<file path="src/backup_seconds_counter_consts.vh">
// constants for the backup-domain seconds counter and its register map
`ifndef BACKUP_SECONDS_COUNTER_CONSTS_VH
`define BACKUP_SECONDS_COUNTER_CONSTS_VH

// counter layout
`define CNT_W          47
`define SEC_W          32
`define FRAC_W         15
`define SEC_MSB        46
`define SEC_LSB        15
`define FRAC_MSB       14

// register byte offsets (word aligned)
`define OFS_SECONDS    10'h000
`define OFS_FRACTION   10'h004
`define OFS_SEC_PRE    10'h008
`define OFS_FRAC_PRE   10'h00c
`define OFS_CONTROL    10'h010
`define OFS_ALARM      10'h014
`define OFS_STATUS     10'h018
`define OFS_TRIM       10'h01c

// backup memory window: 0x100..0x1ff, 64 words of 4 bytes
`define RAM_BASE_BIT   8
`define RAM_IDX_W      6
`define RAM_DEPTH      64

// control fields
`define CTL_ENABLE     0
`define CTL_LOAD       1
`define CTL_ALARM_EN   2

// status fields
`define STS_ALARM      0

// trim fields
`define TRIM_IVL_MSB   15
`define TRIM_ADD       16
`define TRIM_EN        17
`define TRIM_W         16

// reset values
`define RST_WORD       32'h00000000
`define RST_COUNT      47'h000000000000
`define RST_TRIM       16'h0000

// increments applied per 32 kHz tick
`define INC_NORMAL     47'h000000000001
`define INC_ADD        47'h000000000002
`define INC_SKIP       47'h000000000000

`endif

</file>
<file path="src/backup_ram.v">
// retained word memory of the always-on domain
`timescale 1ns/1ns
`include "backup_seconds_counter_consts.vh"

module backup_ram #(
  parameter DEPTH  = `RAM_DEPTH,
  parameter IDX_W  = `RAM_IDX_W
) (
  // clock
  input  wire             clk,
  // write port
  input  wire             we,
  input  wire [IDX_W-1:0] waddr,
  input  wire [31:0]      wdata,
  // read port, combinational so the caller can register it
  input  wire [IDX_W-1:0] raddr,
  output wire [31:0]      rdata
);

  // no reset on purpose: contents must survive a reset of the bus side
  reg [31:0] mem [0:DEPTH-1];

  // word write
  always @(posedge clk) begin
    if (we) begin
      mem[waddr] <= wdata;
    end
  end

  assign rdata = mem[raddr];

endmodule

</file>
<file path="src/backup_seconds_counter.v">
// backup-domain real-time seconds counter with apb register access
`timescale 1ns/1ns
`include "backup_seconds_counter_consts.vh"

// Function
// - 47-bit counter advances once per 32.768 kHz cycle while enabled
// - upper 32 bits are whole seconds, lower 15 bits are fraction
// - seconds and fraction are read at separate register addresses
// - clearing the enable bit stops the count; it holds until re-enabled or loaded
// - 32-bit writable seconds preload register
// - 15-bit writable fraction preload register
// - load bit copies both preloads into the counter in one update
// - hardware clears the load bit once the counter took the value
// - wake-up request raised when the count reaches the alarm time
// - programmable trimming compensates crystal frequency error
// - keeps counting independent of bus activity, always-on domain only
// - 256-byte retained memory in the always-on domain
// - registers reached as an apb slave on the always-on bridge
module backup_seconds_counter #(
  parameter TRIM_W = `TRIM_W
) (
  // clock and reset
  input  wire        clk,
  input  wire        rst_n,
  // 32.768 kHz crystal clock, asynchronous to clk
  input  wire        xtal_32k,
  // apb slave
  input  wire        psel,
  input  wire        penable,
  input  wire        pwrite,
  input  wire [9:0]  paddr,
  input  wire [31:0] pwdata,
  output reg  [31:0] prdata,
  output reg         pready,
  output reg         pslverr,
  // wake-up request to the system
  output reg         wake_req
);

  // true when the address falls in the backup memory window
  function is_ram;
    input [9:0] a;
    begin
      is_ram = (a[9:`RAM_BASE_BIT] == 2'b01);
    end
  endfunction

  // true when the address names one of the control registers
  function is_reg;
    input [9:0] a;
    begin
      is_reg = (a[9:5] == 5'h00) && (a[1:0] == 2'b00);
    end
  endfunction

  // crystal synchroniser and edge detect
  reg                 xtal_meta;
  reg                 xtal_sync;
  reg                 xtal_prev;
  wire                tick;

  // counter and registers
  reg [`CNT_W-1:0]    count;
  reg [`SEC_W-1:0]    sec_pre;
  reg [`FRAC_W-1:0]   frac_pre;
  reg                 run_en;
  reg                 load_req;
  reg                 alarm_en;
  reg [`SEC_W-1:0]    alarm_sec;
  reg                 alarm_flag;
  reg [TRIM_W-1:0]    trim_ivl;
  reg                 trim_add;
  reg                 trim_on;
  reg [TRIM_W-1:0]    trim_cnt;

  // bus decode
  wire                setup_rd;
  wire                wr_acc;
  wire                wr_reg;
  wire                wr_ram;
  wire [31:0]         ram_rdata;

  // next values
  reg [`CNT_W-1:0]    next_count;
  reg [TRIM_W-1:0]    next_trim_cnt;
  reg                 next_load_req;
  reg                 next_alarm_flag;
  reg [31:0]          next_prdata;
  reg                 next_pslverr;
  reg                 trim_due;
  reg                 alarm_hit;

  // two flops before any logic looks at the crystal clock
  always @(posedge clk) begin
    if (!rst_n) begin
      xtal_meta <= 1'b0;
      xtal_sync <= 1'b0;
      xtal_prev <= 1'b0;
    end else begin
      xtal_meta <= xtal_32k;
      xtal_sync <= xtal_meta;
      xtal_prev <= xtal_sync;
    end
  end

  // one pulse per crystal rising edge; clk must be well above 65 kHz
  assign tick = xtal_sync & ~xtal_prev;

  // apb phases: writes commit in the access phase, reads are fetched in setup
  assign setup_rd = psel & ~penable & ~pwrite;
  assign wr_acc   = psel & penable & pwrite & pready;
  assign wr_reg   = wr_acc & is_reg(paddr);
  assign wr_ram   = wr_acc & is_ram(paddr);

  // trim interval scheduling
  always @* begin
    trim_due      = 1'b0;
    next_trim_cnt = trim_cnt;
    if (trim_on && (trim_ivl != `RST_TRIM) && tick && run_en) begin
      if (trim_cnt >= trim_ivl - 1'b1) begin
        trim_due      = 1'b1;
        next_trim_cnt = `RST_TRIM;
      end else begin
        next_trim_cnt = trim_cnt + 1'b1;
      end
    end
    if (!trim_on) begin
      next_trim_cnt = `RST_TRIM;
    end
  end

  // counter next value; a load waits for a cycle with no tick so that the
  // tick is neither merged into the loaded value nor counted twice
  always @* begin
    next_count    = count;
    next_load_req = load_req;
    if (load_req && !tick) begin
      next_count    = {sec_pre, frac_pre};
      next_load_req = 1'b0;
    end else if (run_en && tick) begin
      if (trim_due && trim_add) begin
        next_count = count + `INC_ADD;
      end else if (trim_due) begin
        next_count = count + `INC_SKIP;
      end else begin
        next_count = count + `INC_NORMAL;
      end
    end
    // software setting the bit in the same cycle wins over the self-clear
    if (wr_reg && (paddr == `OFS_CONTROL) && pwdata[`CTL_LOAD]) begin
      next_load_req = 1'b1;
    end
  end

  // alarm fires on entry into the programmed second, not while parked there
  always @* begin
    alarm_hit = alarm_en
              && (next_count[`SEC_MSB:`SEC_LSB] == alarm_sec)
              && (count[`SEC_MSB:`SEC_LSB] != alarm_sec);
    next_alarm_flag = alarm_flag;
    if (wr_reg && (paddr == `OFS_STATUS) && pwdata[`STS_ALARM]) begin
      next_alarm_flag = 1'b0;
    end
    if (alarm_hit) begin
      next_alarm_flag = 1'b1;
    end
  end

  // counter state; runs regardless of bus activity
  always @(posedge clk) begin
    if (!rst_n) begin
      count    <= `RST_COUNT;
      load_req <= 1'b0;
      trim_cnt <= `RST_TRIM;
    end else begin
      count    <= next_count;
      load_req <= next_load_req;
      trim_cnt <= next_trim_cnt;
    end
  end

  // software-written registers
  always @(posedge clk) begin
    if (!rst_n) begin
      sec_pre   <= `RST_WORD;
      frac_pre  <= {`FRAC_W{1'b0}};
      run_en    <= 1'b0;
      alarm_en  <= 1'b0;
      alarm_sec <= `RST_WORD;
      trim_ivl  <= `RST_TRIM;
      trim_add  <= 1'b0;
      trim_on   <= 1'b0;
    end else if (wr_reg) begin
      case (paddr)
        `OFS_SEC_PRE: begin
          sec_pre <= pwdata;
        end
        `OFS_FRAC_PRE: begin
          frac_pre <= pwdata[`FRAC_MSB:0];
        end
        `OFS_CONTROL: begin
          run_en   <= pwdata[`CTL_ENABLE];
          alarm_en <= pwdata[`CTL_ALARM_EN];
        end
        `OFS_ALARM: begin
          alarm_sec <= pwdata;
        end
        `OFS_TRIM: begin
          trim_ivl <= pwdata[`TRIM_IVL_MSB:0];
          trim_add <= pwdata[`TRIM_ADD];
          trim_on  <= pwdata[`TRIM_EN];
        end
        default: begin
          run_en <= run_en;
        end
      endcase
    end
  end

  // sticky alarm flag and wake request
  always @(posedge clk) begin
    if (!rst_n) begin
      alarm_flag <= 1'b0;
      wake_req   <= 1'b0;
    end else begin
      alarm_flag <= next_alarm_flag;
      wake_req   <= next_alarm_flag;
    end
  end

  // read mux, evaluated in the setup phase so prdata is a flop output
  always @* begin
    next_prdata  = `RST_WORD;
    next_pslverr = 1'b0;
    if (is_ram(paddr)) begin
      next_prdata = ram_rdata;
    end else if (is_reg(paddr)) begin
      case (paddr)
        `OFS_SECONDS: begin
          next_prdata = count[`SEC_MSB:`SEC_LSB];
        end
        `OFS_FRACTION: begin
          next_prdata = {17'h00000, count[`FRAC_MSB:0]};
        end
        `OFS_SEC_PRE: begin
          next_prdata = sec_pre;
        end
        `OFS_FRAC_PRE: begin
          next_prdata = {17'h00000, frac_pre};
        end
        `OFS_CONTROL: begin
          next_prdata = {29'h00000000, alarm_en, load_req, run_en};
        end
        `OFS_ALARM: begin
          next_prdata = alarm_sec;
        end
        `OFS_STATUS: begin
          next_prdata = {31'h00000000, alarm_flag};
        end
        `OFS_TRIM: begin
          next_prdata = {14'h0000, trim_on, trim_add, trim_ivl};
        end
        default: begin
          next_prdata = `RST_WORD;
        end
      endcase
    end else begin
      next_pslverr = 1'b1;  // unmapped address
    end
  end

  // apb answer: one access cycle, ready always in the first one
  always @(posedge clk) begin
    if (!rst_n) begin
      prdata  <= `RST_WORD;
      pready  <= 1'b0;
      pslverr <= 1'b0;
    end else begin
      pready  <= psel & ~penable;
      pslverr <= psel & ~penable & next_pslverr;
      if (setup_rd) begin
        prdata <= next_prdata;
      end else begin
        prdata <= `RST_WORD;
      end
    end
  end

  // retained memory behind the bus window
  backup_ram #(
    .DEPTH (`RAM_DEPTH),
    .IDX_W (`RAM_IDX_W)
  ) u_ram (
    .clk   (clk),
    .we    (wr_ram),
    .waddr (paddr[7:2]),
    .wdata (pwdata),
    .raddr (paddr[7:2]),
    .rdata (ram_rdata)
  );

endmodule

</file>
<file path="config.mk">
export PLATFORM = sky130hd
export DESIGN_NAME = backup_seconds_counter
export DESIGN_NICKNAME = d
export VERILOG_FILES = /design/src/backup_ram.v /design/src/backup_seconds_counter.v
export VERILOG_INCLUDE_DIRS = /design/src
export SDC_FILE = /design/constraint.sdc
export NUM_CORES = 2
export LEC_CHECK = 0
export ABC_CLOCK_PERIOD_IN_PS = 6900
export BUFFER_PORTS_ARGS = -buffer_cell sky130_fd_sc_hd__buf_2
export CORE_MARGIN = 2
export CORE_UTILIZATION = 52
export CTS_CLUSTER_DIAMETER = 60
export CTS_CLUSTER_SIZE = 12
export DETAILED_ROUTE_END_ITERATION = 6
export GPL_ROUTABILITY_DRIVEN = 0
export HOLD_SLACK_MARGIN = 0.03
export PLACE_DENSITY = 0.74
export SYNTH_ARGS = -nofsm -noshare
export SYNTH_HDL_FRONTEND = slang
export SYNTH_HIERARCHICAL = 1
export SYNTH_SLANG_ARGS = --single-unit
</file>
<file path="constraint.sdc">
create_clock -name clk -period 6.9 [get_ports clk]
set_input_delay 1.38 -clock clk [delete_from_list [all_inputs] [get_ports clk]]
set_output_delay 1.38 -clock clk [all_outputs]
set_load 0.02 [all_outputs]
</file>
* Word-level counts from Yosys, hierarchy flattened *
Memories as Yosys holds them, arrays and structs flattened.
Index checks and enable logic that the tools add are counted.

word-level totals
  logic and storage cells = 95
  output and inout port bits = 35
  bits in registers = 201
  memories = 1
  input port bits = 48
  RAM bits = 2048

operators by class
  multiplexer cells = 18
  order comparisons = 1
  bitwise gates (word level) = 12
  equal/unequal tests = 11
  reductions and logical operators = 29
  $add $sub $neg = 4

memory list
  name       words  bits a word  read ports  clocked after memory_dff  write ports  RTL line         text
  u_ram.mem  64     32           1           0                         1            backup_ram.v:21  reg [31:0] mem [0:DEPTH-1];

operators with widths
  operator                 number
  $pmux W32 S8             1
  $mux W47                 4
  $mux W32                 2
  $add A47 B1 Y47 const B  1
  $add A47 B2 Y47 const B  1
  $eq A10 B5 Y1 const B    4
  $eq A32 B32 Y1           1
  $ne A32 B32 Y1           1
  $eq A10 B4 Y1 const B    2
  $add A16 B1 Y16 const B  1
  $ge A16 B16 Y1           1
  $mux W16                 1
  $reduce_and A2 Y1        8
  $reduce_bool A16 Y1      1
  $sub A16 B1 Y16 const B  1
  $logic_and A1 B1 Y1      13
  $eq A10 B3 Y1 const B    1
  $logic_not A10 Y1        1
  $mux W1                  10
  $and A1 B1 Y1            9
  $reduce_bool A2 Y1       3
  $logic_not A5 Y1         1
  $ne A3 B1 Y1 const B     1
  $not A1 Y1               3
  other kinds (3)          3

* Longest topological paths before layout *
  depth after elaboration = 13
  gate-level depth with buffers = 18
  depth with buffers taken out = 17

* Modules after synthesis *
Netlist, hierarchy kept.

modules (own cells, without submodules)
  module                  instances  area each (um^2)  cells each  sequential area each (um^2)
  backup_ram              1          77874.7           3292        61499.0
  backup_seconds_counter  1          11413.4           1477        4023.9

* Least setup slack after synthesis *
Ideal clock, no wire load.

  kind = input to register
  from = input pwrite
  to = memory u_ram.mem[48][0], enable pin
  stages on the path = 5
  buffers on the path = 0
  slack = 1.933 ns
  library setup time = 0.461 ns
  required time = 6.439 ns
  arrival = 4.506 ns
  path through = nand4_1 nor3b_1 nor2b_1 nand4b_1 nor3_1

between the ends
  word-level cells in the longest chain between the ends = 5

ends and longest elaborated chain
  element                        RTL line                      text
  start: declaration             backup_seconds_counter.v:30   input wire pwrite,
  $and A1 B1 Y1 (2 in series)    backup_seconds_counter.v:111  assign wr_acc = psel & penable & pwrite & pready;
  $and A1 B1 Y1                  backup_seconds_counter.v:113  assign wr_ram = wr_acc & is_ram(paddr);
  via wr_ram                     backup_seconds_counter.v:80   wire wr_ram;
  $mux W1                        backup_ram.v:25               if (we) begin
  $mux W1 (implied by the code)  backup_ram.v:26               mem[waddr] <= wdata;
  end: declaration               backup_ram.v:21

The timed path passes the listed nets, and every way through them passes these cells.

* Worst setup path after layout *
  from = register trim_ivl[5]
  to = register alarm_flag

between the ends
  word-level cells in the longest chain between the ends = 13
  elaborated cells between the ends (all ways) = 18
  classes of those cells = add/sub (1); order compare (1); eq/ne (1); mux (7); reduce/logical (8)

ends and longest elaborated chain
  element                                                                  RTL line                                                    text
  start: declaration                                                       backup_seconds_counter.v:71                                 reg [TRIM_W-1:0] trim_ivl;
  start signal: assignment                                                 backup_seconds_counter.v:190                                trim_ivl <= `RST_TRIM;
  start signal: assignment                                                 backup_seconds_counter.v:209                                trim_ivl <= pwdata[`TRIM_IVL_MSB:0];
  parallel branches: the longest is 4 deep, another holds $sub A16 B1 Y16  --
  $mux W1 *                                                                backup_seconds_counter.v:119                                if (trim_on && (trim_ivl != `RST_TRIM) && tick && run_en) begin
  $mux W47 or $logic_and A1 B1 Y1 (tied branches)                          backup_seconds_counter.v:143, backup_seconds_counter.v:141
  $mux W47 *                                                               backup_seconds_counter.v:141                                if (trim_due && trim_add) begin
  $mux W47 *                                                               backup_seconds_counter.v:140                                end else if (run_en && tick) begin
  $mux W47 *                                                               backup_seconds_counter.v:137                                if (load_req && !tick) begin
  $eq A32 B32 Y1 *                                                         backup_seconds_counter.v:158                                && (next_count[`SEC_MSB:`SEC_LSB] == alarm_sec)
  $logic_and A1 B1 Y1 * (2 in series)                                      backup_seconds_counter.v:157                                alarm_hit = alarm_en
  $mux W1 or $reduce_bool A2 Y1 (tied branches)                            --
  end signal: assignment                                                   backup_seconds_counter.v:226                                alarm_flag <= next_alarm_flag;
  end: declaration                                                         backup_seconds_counter.v:70                                 reg alarm_flag;

Mark *: on every way between the ends. The select of a mux whose other input is x is not followed.
A chain may end at the register's enable or synchronous reset.

==> results.py <==
metrics = {
    "grt": {
        "antenna_found_initial": 13,
        "grt_pass1_wl_um": 343000,
        "grt_max_degree": 96,
        "grtUsageTotal": 0.274,
        "gr-total-overflow": 0,
        "grt_pass1_vias": 48119,
    },
    "route": {
        "dr.pass1.iters": 7,
        "drt_iter0_drc": 7701,
        "drc": 8,
        "postRouteAntennaNets": 0,
        "drt-total-wl_um": 240000,
        "drt-vias-per-instance": 6.85,
        "wl_per_cell_um": 33.1,
        "via_count": 49541,
    },
    "yosys": {
        "synth_area_sq_um": 89300,
        "synth-warning-count": 6,
        "ys_seq_area_frac": 0.734,
        "synth.most_common_cell": "edfxtp_1",
        "syn_nets": 4837,
        "netlist-cell-type-count": 86,
        "synth-main-ff-cell": "edfxtp_1",
        "synth_largest_area_cell": "edfxtp_1",
        "synth_edf_count": 2048,
        "synthTopCellsByArea": "edfxtp_1, mux4_2, dfxtp_1, a21oi_1, nand2_1",
        "synthTopCellsByCount": "edfxtp_1, mux4_2, nand2_1, nor2_1, a21oi_1",
        "synthArstFlopShare": 0,
        "ys_ff_latch": 2249,
        "synthCells": 4769,
        "synth_area_per_cell_sq_um": 18.7,
        "synth_top_area_share": 0.689,
    },
    "cells_and_area": {
        "fin_util": 0.577,
        "drive_gt1_frac": 0.224,
        "area_growth_pct": 10.7,
        "nets": 4997,
    },
    "timing": {
        "period_share": 0.774,
        "setup_tns_ns": 0,
        "fin_worst_skew_ns": 0.0421,
        "hold_viol": 0,
        "rsz0062_at_grt": "false",
        "tightest_slew_ns": 1.57,
        "timing.fmax_ghz": 0.187,
        "maxSlewViolCount": 2,
        "slew_headroom": -0.0576,
        "hold_slack_ns": 0.433,
        "period_needed_ns": 5.34,
        "finalSetupViolations": 0,
    },
    "power_and_ir_drop": {
        "power_density_nw_per_um2": 268,
        "ir_worst_vdd_mv": 0.291,
        "p_leak_uw": 0.0310,
    },
    "floorplanning": {
        "die_y_um": 418,
        "io_pins": 83,
        "die_w_um": 418,
        "die-area_sq_um": 175000,
        "start_util": 0.522,
        "core_area_sq_um": 171000,
        "rows": 152,
    },
    "job": {
        "max_cap_viol_count": 1,
    },
    "clock_tree": {
        "path_clk_slew_ns": 0.06,
        "clockBufferDepth": 3,
        "htreeDepth": 4,
        "root_buffer": "clkbuf_16",
        "post_cts_resized": 0,
        "cts_sinks": 2249,
        "cts_tree": "done",
        "clkLatencyLatePin_ns": 0.85,
        "cts_hold_buffers": 0,
        "numCtsBuffers": 209,
        "cts_setup_buffers": 0,
    },
    "worst_setup_path": {
        "cp_data_arrival_time_ns": 6.07,
        "start_kind": "flop",
        "cp_max_fo": 7,
        "path_class": "reg2reg",
        "required_ns": 7.63,
        "worst_setup_path_end_kind": "flop",
        "r2r_cells": 16,
    },
    "place": {
        "io_buffers": 82,
        "dp_hpwl_um": 139000,
    },
    "outcome": {
        "status": "finished, violations left",
        "violations": "DRC, capacitance limit, slew limit",
    },
    "worst_hold_path": {
        "hold_class": "reg2reg",
        "hold_depth": 1,
    },
}
-- report_power, final --
part           switching (uW)  internal, uW
registers                4.18         14900
logic                     883           435
clock network            4760          5590
-- placed cells by master (no fill, tap or decap), types with 31 or more instances in the layout --
| cell | n |
|---|---|
| edfxtp_1 | 2048 |
| mux4_2 | 550 |
| nand2_1 | 295 |
| a21oi_1 | 238 |
| clkbuf_16 | 211 |
| dfxtp_1 | 201 |
| nor2_1 | 185 |
| buf_4 | 146 |
| mux2i_1 | 108 |
| o22ai_1 | 98 |
| buf_2 | 78 |
| nor2_4 | 62 |
| xor2_1 | 58 |
| a22oi_1 | 58 |
| nand3_1 | 46 |
| nor3_1 | 44 |
| clkbuf_1 | 41 |
| o221ai_1 | 33 |
| xnor2_1 | 31 |
| and2_1 | 31 |
-- stage by stage --
stage / std cells / setup WS [ns] / total power, uW / area, sq um
after floorplan: 4769 / 1.93 / 15800 / 89300
after global placement: 6951 / 1.50 / 16400 / 93000
after CTS: 7226 / 1.78 / 26600 / 98800
after global routing: 7226 / 1.39 / 27100 / 98800
after detailed placement: 6951 / 1.48 / 16400 / 93000
final: 7234 / 1.56 / 26500 / 98800
-- cell families (layout without fill, tap and decap cells) --
group                    Yosys count  count (layout)  share of synthesized area
other                              0               8                          0
flip-flops                      2249            2249                      0.734
adder cells (fa/ha/maj)           20              20                    0.00280
buffers and inverters            313             537                     0.0156
AND/OR/NAND/NOR                  834             834                     0.0430
multiplexers                     666             666                      0.152
AO/OA/AOI/OAI                    598             598                     0.0442
XOR/XNOR                          89              89                    0.00873
-- worst max-delay path: stages, from the launching register on --
cell	delay, ns
dfxtp_1	0.37
nor4_1	0.48
nand3_1	0.26
nor4_1	0.37
xnor2_1	0.13
ha_1	0.33
nand4_1	0.17
or2_1	0.31
o31ai_2	0.40
o21ai_2	0.23
mux2_4	0.44
nand2_1	0.21
nor2_1	0.09
a2111oi_0	0.99
nor4_1	0.20
nand4_1	0.16
o31ai_1	0.08
-- final timing paths --
| check | startpoint | to | slack, ns |
|---|---|---|---|
| worst max-delay path | trim_ivl[5] | alarm_flag | 1.56 |
| worst max register to register | trim_ivl[5] | alarm_flag | 1.56 |
| worst min-delay path | xtal_meta | xtal_sync | 0.43 |
| worst min register to register | xtal_meta | xtal_sync | 0.43 |
-- layout make-up --
cell class	count	area, sq um
diodes	8	20.0
clock buffers	253	5450
clock inverters	22	354
fillers	12168	72300
inverters	24	91.3
multi-input cells	2207	22900
flip-flops and latches	2249	65500
well taps	2233	2790
repair buffers	238	1740
-- flip-flops by register name (all words and copies together) (netlist names) --
name,cells
u_ram/mem,2048
count,47
alarm_sec,32
prdata,32
sec_pre,32
trim_cnt,16
trim_ivl,16
frac_pre,15
alarm_en,1
alarm_flag,1
load_req,1
pready,1
pslverr,1
run_en,1
trim_add,1
trim_on,1
xtal_meta,1
xtal_prev,1
xtal_sync,1
-- metal layers --
layer,wire length [um],share of wire,up-vias,global-route usage
met2,109000,0.45,3474,0.409
li1,-,-,19709,-
met1,89700,0.37,25722,0.386
met3,29500,0.12,628,0.0722
met5,55,0.00023,-,0
met4,11700,0.049,8,0.117
Note: power is estimated with default switching activity, not from simulation.
